**src/rtl/tca_map.svh**
```systemverilog
// Purpose: Constants for the transfer controller activation and vector front end
// Assumes: 33 hardware sources, 2-byte vector entries
// Notes:   Offsets are byte addresses
`ifndef TCA_MAP_SVH
`define TCA_MAP_SVH
`define TCA_NUM_HW_SRC     33
`define TCA_VEC_BASE       16'h0400
`define TCA_VEC_STRIDE     16'h0002
`define TCA_VEC_LAST       16'h0440
`define TCA_ENTRY_BYTES    2
`define TCA_ALIGN_MASK     16'hFFFC
`define TCA_SW_IDX         6'h21
`endif

```
**src/rtl/tca_pkg.sv**
```systemverilog
// Purpose: Types for the transfer controller activation front end
// Assumes: Constants live in tca_map.svh
// Notes:   Binary state codes
package tca_pkg;
  typedef enum logic [2:0] {
    TCA_IDLE   = 3'b000,
    TCA_VEC    = 3'b001,
    TCA_INFO   = 3'b010,
    TCA_XFER   = 3'b011,
    TCA_DONE   = 3'b100
  } tca_state_e;
endpackage

```
**src/rtl/tca_front.sv**
```systemverilog
// Purpose: Activation capture, priority, vector and information fetch for the transfer controller
// Assumes: Source requests are synchronous one-cycle pulses; memory port answers with rd_ack
// Notes:   Data path of the transfer engine sits outside; it reports xfer_done and count_zero
`timescale 1ns/1ps
`include "tca_map.svh"

// Overview of operation
// - Activation from sources or software write
// - Enable bit steers source to engine or CPU
// - Select bit: interrupt each transfer or at end
// - Passing interrupt clears source enable bit
// - Software interrupt each transfer or at end
// - Software enable clears unless interrupt raised
// - Simultaneous requests served by fixed priority
// - Each source owns a 2-byte vector entry
// - Software vector is 0x0400 plus field
// - Read vector first, then transfer information
// - Hardware vectors consecutive from 0x400 to 0x440
// - Software request uses its entry, lowest rank
// - Engine excludes itself and other DMA controller
// - Vector field writable only when enable clear
// - No new transfer while nonmaskable flag set
// - Base register forms upper 16 address bits
module tca_front
  import tca_pkg::*;
#(
  parameter int NUM_SRC = `TCA_NUM_HW_SRC
) (
  input  wire logic                clk,
  input  wire logic                rst,
  input  wire logic [NUM_SRC-1:0]  src_irq,
  input  wire logic [NUM_SRC-1:0]  en_wr_mask,
  input  wire logic [NUM_SRC-1:0]  en_wr_data,
  output logic      [NUM_SRC-1:0]  activation_enable_regs,
  input  wire logic                csr_wr,
  input  wire logic                csr_wr_enable,
  input  wire logic [7:0]          csr_wr_vector,
  output logic                     soft_activation_enable,
  output logic      [7:0]          soft_vector_field,
  input  wire logic                irq_every_transfer_select,
  input  wire logic                nonmaskable_irq_flag,
  input  wire logic [15:0]         info_base_upper,
  output logic      [NUM_SRC-1:0]  cpu_irq,
  output logic                     soft_activation_irq,
  output logic                     rd_req,
  output logic      [31:0]         rd_addr,
  input  wire logic                rd_ack,
  input  wire logic [15:0]         rd_data,
  output logic                     info_valid,
  output logic      [31:0]         info_addr,
  output logic                     busy,
  output logic      [5:0]          active_src,
  input  wire logic                xfer_done,
  input  wire logic                count_zero
);

  // Refuse source counts the index encoding cannot serve
  if (NUM_SRC < 1 || NUM_SRC > `TCA_NUM_HW_SRC) begin : g_bad_num_src
    $error("NUM_SRC out of range");
  end

  function automatic logic [15:0] vec_of(input logic [5:0] idx, input logic [7:0] sw);
    if (idx == `TCA_SW_IDX) begin
      vec_of = `TCA_VEC_BASE + {8'h00, sw};
    end else begin
      vec_of = `TCA_VEC_BASE + 16'({idx, 1'b0});
    end
  endfunction

  tca_state_e            state_q;
  logic [NUM_SRC-1:0]    pend_q;
  logic                  sw_pend_q;
  logic [5:0]            act_q;
  logic [15:0]           start_q;
  logic [NUM_SRC-1:0]    cpu_irq_q;
  logic                  sw_irq_q;
  logic                  rd_req_q;
  logic [31:0]           rd_addr_q;
  logic                  info_valid_q;
  logic                  soft_activation_enable_d;

  // Requests steered to engine or passed to CPU
  wire  [NUM_SRC-1:0]    to_engine = src_irq & activation_enable_regs;
  wire  [NUM_SRC-1:0]    to_cpu    = src_irq & ~activation_enable_regs;
  wire  [NUM_SRC-1:0]    avail     = pend_q | to_engine;
  wire  [NUM_SRC-1:0]    win_oh    = avail & (~avail + NUM_SRC'(1));
  wire                   hw_any    = |avail;
  wire                   sw_any    = sw_pend_q | (csr_wr & csr_wr_enable);
  wire                   can_start = (state_q == TCA_IDLE) && !nonmaskable_irq_flag;
  wire                   take_hw   = can_start && hw_any;
  wire                   take_sw   = can_start && !hw_any && sw_any;
  wire                   done      = (state_q == TCA_XFER) && xfer_done;
  wire                   raise     = irq_every_transfer_select || count_zero;
  wire                   is_sw     = act_q == `TCA_SW_IDX;
  wire                   vec_wr_ok = csr_wr && !soft_activation_enable;
  // Field being written counts for a request taken in the same cycle
  wire  [7:0]            sw_vec    = vec_wr_ok ? csr_wr_vector : soft_vector_field;

  logic [5:0] win_idx;
  always_comb begin
    win_idx = 6'h00;
    for (int i = NUM_SRC - 1; i >= 0; i--) begin
      if (win_oh[i]) begin
        win_idx = 6'(i);
      end
    end
  end

  wire  [5:0]            next_act  = take_hw ? win_idx : `TCA_SW_IDX;
  wire  [NUM_SRC-1:0]    hw_clr    = (done && raise && !is_sw) ? (NUM_SRC'(1) << act_q) : '0;

  always_ff @(posedge clk) begin
    if (rst) begin
      activation_enable_regs <= '0;
    end else begin
      activation_enable_regs <= ((activation_enable_regs & ~en_wr_mask) | (en_wr_data & en_wr_mask))
                                & ~hw_clr;
    end
  end

  always_ff @(posedge clk) begin
    if (rst) begin
      pend_q <= '0;
    end else begin
      pend_q <= avail & ~(take_hw ? win_oh : '0);
    end
  end

  always_ff @(posedge clk) begin
    if (rst) begin
      sw_pend_q <= 1'b0;
    end else begin
      sw_pend_q <= sw_any && !take_sw && soft_activation_enable_d;
    end
  end

  always_comb begin
    soft_activation_enable_d = soft_activation_enable;
    if (csr_wr) begin
      soft_activation_enable_d = csr_wr_enable;
    end
    if (done && is_sw && !raise) begin
      soft_activation_enable_d = 1'b0;
    end
  end

  always_ff @(posedge clk) begin
    if (rst) begin
      soft_activation_enable <= 1'b0;
      soft_vector_field      <= 8'h00;
    end else begin
      soft_activation_enable <= soft_activation_enable_d;
      if (vec_wr_ok) begin
        soft_vector_field <= csr_wr_vector;
      end
    end
  end

  always_ff @(posedge clk) begin
    if (rst) begin
      state_q      <= TCA_IDLE;
      act_q        <= 6'h00;
      start_q      <= 16'h0000;
      rd_req_q     <= 1'b0;
      rd_addr_q    <= 32'h0000_0000;
      info_valid_q <= 1'b0;
    end else begin
      info_valid_q <= 1'b0;
      unique case (state_q)
        TCA_IDLE: begin
          if (take_hw || take_sw) begin
            act_q     <= next_act;
            rd_req_q  <= 1'b1;
            rd_addr_q <= {16'h0000, vec_of(next_act, sw_vec)};
            state_q   <= TCA_VEC;
          end
        end
        TCA_VEC: begin
          if (rd_ack) begin
            start_q   <= rd_data & `TCA_ALIGN_MASK;
            rd_addr_q <= {info_base_upper, rd_data & `TCA_ALIGN_MASK};
            state_q   <= TCA_INFO;
          end
        end
        TCA_INFO: begin
          if (rd_ack) begin
            rd_req_q     <= 1'b0;
            info_valid_q <= 1'b1;
            state_q      <= TCA_XFER;
          end
        end
        TCA_XFER: begin
          if (xfer_done) begin
            state_q <= TCA_DONE;
          end
        end
        TCA_DONE: begin
          state_q <= TCA_IDLE;
        end
        default: begin
          state_q <= TCA_IDLE;
        end
      endcase
    end
  end

  always_ff @(posedge clk) begin
    if (rst) begin
      cpu_irq_q <= '0;
      sw_irq_q  <= 1'b0;
    end else begin
      cpu_irq_q <= to_cpu | hw_clr;
      sw_irq_q  <= done && is_sw && raise;
    end
  end

  assign cpu_irq             = cpu_irq_q;
  assign soft_activation_irq = sw_irq_q;
  assign rd_req              = rd_req_q;
  assign rd_addr             = rd_addr_q;
  assign info_valid          = info_valid_q;
  assign info_addr           = {info_base_upper, start_q};
  assign busy                = state_q != TCA_IDLE;
  assign active_src          = act_q;

endmodule // tca_front

```
**config.mk**
```make
export PLATFORM = sky130hd
export DESIGN_NAME = tca_front
export DESIGN_NICKNAME = d
export VERILOG_FILES = /design/src/rtl/tca_pkg.sv /design/src/rtl/tca_front.sv
export VERILOG_INCLUDE_DIRS = /design/src /design/src/rtl
export SDC_FILE = /design/constraint.sdc
export NUM_CORES = 1
export LEC_CHECK = 0
export ABC_AREA = 0
export CORE_AREA = 2 2 116 118
export DETAILED_ROUTE_END_ITERATION = 16
export DIE_AREA = 0 0 118 120
export DONT_BUFFER_PORTS = 1
export HOLD_SLACK_MARGIN = 0.02
export PLACE_DENSITY_LB_ADDON = 0.15
export SLEW_MARGIN = 25
export SYNTH_ARGS = -nofsm -noshare
export SYNTH_HDL_FRONTEND = slang
export SYNTH_SLANG_ARGS = --single-unit
```
**constraint.sdc**
```tcl
create_clock -name clk -period 7.06 [get_ports clk]
set_clock_uncertainty 0.15 [all_clocks]
set_input_delay 1.765 -clock clk [delete_from_list [all_inputs] [get_ports clk]]
set_output_delay 1.765 -clock clk [all_outputs]
set_load 0.005 [all_outputs]
```
==> results.py <==
metrics = {
    "routing": {
        "vias": 6142,
        "first_pass_iters": 5,
        "vias_per_cell": 6.33,
        "routed_wl_um": 20500,
        "final_antenna_net_count": 0,
        "drt_iter0_markers": 485,
        "routedWlPerCell_um": 21.1,
        "drc_errors": 0,
    },
    "timing": {
        "setup-tns-final_ns": 0,
        "rsz0062_at_grt": "no",
        "hold_slack_ns": 0.317,
        "fmax_mhz": 229,
        "final_max_slew_viol_count": 0,
        "fin_ws_ns": 2.69,
        "fin_crit_sh_pct": 62.0,
        "worst_pin_slew_ns": 1.04,
        "final_hold_viol_count": 0,
        "setup_viol": 0,
        "min_period_ns": 4.37,
        "maxSlewHeadroom_pct": 29.0,
    },
    "synthesis": {
        "synth_cells": 820,
        "syn_area_per_cell_sq_um": 8.83,
        "yosysTopAreaCellShare_pct": 46.2,
        "synth_seq_cells": 167,
        "async_reset_ff_share_pct": 0,
        "synthFlopType": "dfxtp_1",
        "synth_warnings": 0,
        "synth_edf_count": 0,
        "synth_top_cell_by_area": "dfxtp_1",
        "ys_types": 62,
        "synth_area_leaders": "dfxtp_1 46%, a21oi_1 7.3%, mux2i_1 5.9%, a211oi_1 4.9%, nand2_1 4.5%",
        "synth_area_sq_um": 7240,
        "ys_seq_area_share_pct": 46.2,
    },
    "placement": {
        "numPortBuffers": 0,
        "place_congestion": 0.944,
        "hpwl_um": 14900,
        "place_ws_ns": 2.40,
    },
    "critical_path": {
        "path_cells": "a21oi_2 -> nand4_2 -> or4_1 -> nor3_1 -> or2_1 -> or4_4 -> a21oi_2",
        "setup.worst_path.start_class": "primary input",
        "worst-path-max-fanout": 25,
        "crit_cells": 7,
        "cpPeakStageDelay_ns": 0.78,
        "worst-path-buf-inv": 0,
        "critPathCaptureType": "register",
        "crit_top_cell": "a21oi_2",
        "path_class": "primary input to register",
        "crit_family": "simple AND/OR/NAND/NOR gates",
        "reg2reg_depth": 7,
        "crit_arrival_ns": 4.53,
        "required_ns": 7.22,
        "worst_path_max_delay_cell": "or2_1",
    },
    "cells_and_area": {
        "n_antenna_cell": 0,
        "utilization_pct": 60.1,
        "syn_to_final_growth_pct": 7.87,
        "num-fill-cells": 1168,
        "multiInputGateArea_sq_um": 3570,
        "layout-drive-gt1-share_pct": 8.56,
        "fin_nets": 931,
        "seq_area_sq_um": 3340,
    },
    "clock_tree": {
        "ctsResizeCount": 0,
        "h-tree-depth": 4,
        "clock_sinks": 167,
        "cts_setup_buffers": 0,
        "clk_pin_slew_ns": 0.06,
        "clock_latency_ns": 0.42,
        "clk_path_buf_depth": 2,
        "numCtsBuffers": 17,
        "cts-root-buf": "clkbuf_16",
        "cts.hold.buffers_added": 0,
        "cts_tree": "built",
    },
    "power_and_ir_drop": {
        "ir_drop_v": 0.000154,
        "swShare_pct": 27.6,
        "p_comb_share_pct": 13.9,
        "seqPwrFrac_pct": 46.0,
        "pwr-share-clk_pct": 40.1,
        "power_density_nw_per_um2": 296,
        "internal_power_mw": 1.67,
        "p_leak_nw": 2.99,
        "p_sw_mw": 0.637,
    },
    "status": {
        "status": "finished clean",
    },
    "floorplan": {
        "dieArea_sq_um": 14200,
        "die_width_um": 118,
        "initial_core_util_pct": 55.8,
        "rows": 42,
        "core_area_sq_um": 13000,
        "pin_count": 297,
        "die_y_um": 120,
    },
    "worst_hold_path": {
        "hold_depth": 2,
        "hold_path_class": "register to register",
    },
    "global_routing": {
        "grt_max_degree": 160,
        "grt_usage_pct": 28.3,
        "grt_pass1_wl_um": 31200,
        "grt_remaining_overflow": 0,
        "antenna_found_initial": 0,
        "grt_pass1_vias": 5712,
    },
    "flow_run": {
        "max_cap_viol_count": 0,
    },
}
[state kept, by name, indices dropped and copies added (netlist names)]
register / cells
activation_enable_regs: 33
active_src: 6
cpu_irq: 33
info_valid: 1
pend_q: 33
rd_addr: 32
rd_req: 1
soft_activation_enable: 1
soft_activation_irq: 1
soft_vector_field: 8
start_q: 14
state_q: 3
sw_pend_q: 1
[logic make-up (layout without fill, tap and decap cells)]
kind of cell           Yosys count  in the layout  share of synthesized area (%)
AO/OA/AOI/OAI                  234            234                           21.3
multiplexers                    45             45                           6.26
other                            1              2                         0.0518
flip-flops                     167            167                           46.2
AND/OR/NAND/NOR                302            302                           21.2
buffers and inverters           71             44                           5.05
[power by group through the flow]
stage | Sequential (mW) | Combinational (mW) | Clock (mW)
after detailed placement | 1.08 | 0.315 | 0
after CTS | 1.06 | 0.317 | 0.937
after global routing | 1.07 | 0.355 | 0.974
after floorplan | 1.06 | 0.267 | 0
final | 1.06 | 0.322 | 0.926
after global placement | 1.08 | 0.307 | 0
[routing by layer]
layer | global-route usage, % | wire length [um]
met1 | 36.6 | 8540
met3 | 8.46 | 1940
met4 | 9.86 | 372
met5 | 0 | 0
met2 | 45.1 | 9640
[cells in the final DEF (no fill, tap or decap), drive strengths merged, types with 4 or more instances in the layout]
| cell type | count |
|---|---|
| and4 | 4 |
| nor2b | 32 |
| nor4 | 7 |
| nand4 | 15 |
| a311oi | 10 |
| nand3 | 32 |
| a211oi | 47 |
| clkbuf | 21 |
| nor2 | 70 |
| inv | 9 |
| buf | 7 |
| or4 | 4 |
| nor3 | 21 |
| or3 | 5 |
| dfxtp | 167 |
| and3 | 5 |
| or2 | 4 |
| nand2 | 86 |
| nor3b | 5 |
| a21oi | 117 |
| clkinv | 4 |
| o2111ai | 5 |
| o21ai | 19 |
| mux2i | 43 |
| a21o | 11 |
[layout make-up]
| class | count | area share, % |
|---|---|---|
| Multi-Input combinational cell | 583 | 45.7 |
| Inverter | 7 | 0.337 |
| Timing Repair Buffer | 7 | 0.673 |
| Tap cell | 176 | 2.82 |
| Sequential cell | 167 | 42.8 |
| Clock buffer | 21 | 6.15 |
| Clock inverter | 9 | 1.49 |
[final timing paths]
check	slack (ns)	endpoint	startpoint
max	2.69	rd_addr[0]$_SDFFE_PP0P_	src_irq[4]
min	0.32	rd_addr[30]$_SDFFE_PP0P_	rd_addr[30]$_SDFFE_PP0P_
max reg2reg	3.64	rd_addr[0]$_SDFFE_PP0P_	activation_enable_regs[4]$_SDFF_PP0_
min reg2reg	0.32	rd_addr[30]$_SDFFE_PP0P_	rd_addr[30]$_SDFFE_PP0P_
[Yosys cell counts (4+ instances only)]
library cell and number:
dfxtp_1 167, nor2_1 68, buf_2 6, mux2i_1 43, nor2b_1 32, o21ai_0 13, nor3b_1 5, inv_1 7
a21oi_1 105, clkbuf_1 34, a21oi_2 8, buf_4 21, a21oi_4 4, a211oi_1 47, a311oi_1 10, a21o_1 11
and4_1 4, o21ai_1 5, and3_1 5, nor3_1 21, nand2_1 86, o2111ai_1 5, or3_1 5, nand4_1 14
nand3_1 30, nor4_1 6
[tightest hold or removal path: cells and delay by family, from the launching register on]
family,cells,cell delay [ns]
AOI/OAI and AO/OA,1,0.05
DFF,1,0.32
and+or+nand+nor,1,0.05
[through the flow]
stage | std cells | power (mW) | instance area (sq um)
floorplan | 821 | 1.33 | 7240
global placement | 940 | 1.39 | 7200
detailed placement | 940 | 1.40 | 7200
CTS | 970 | 2.32 | 7790
global route | 970 | 2.40 | 7810
finish | 970 | 2.31 | 7810
Power figures use the tool's default switching activity.
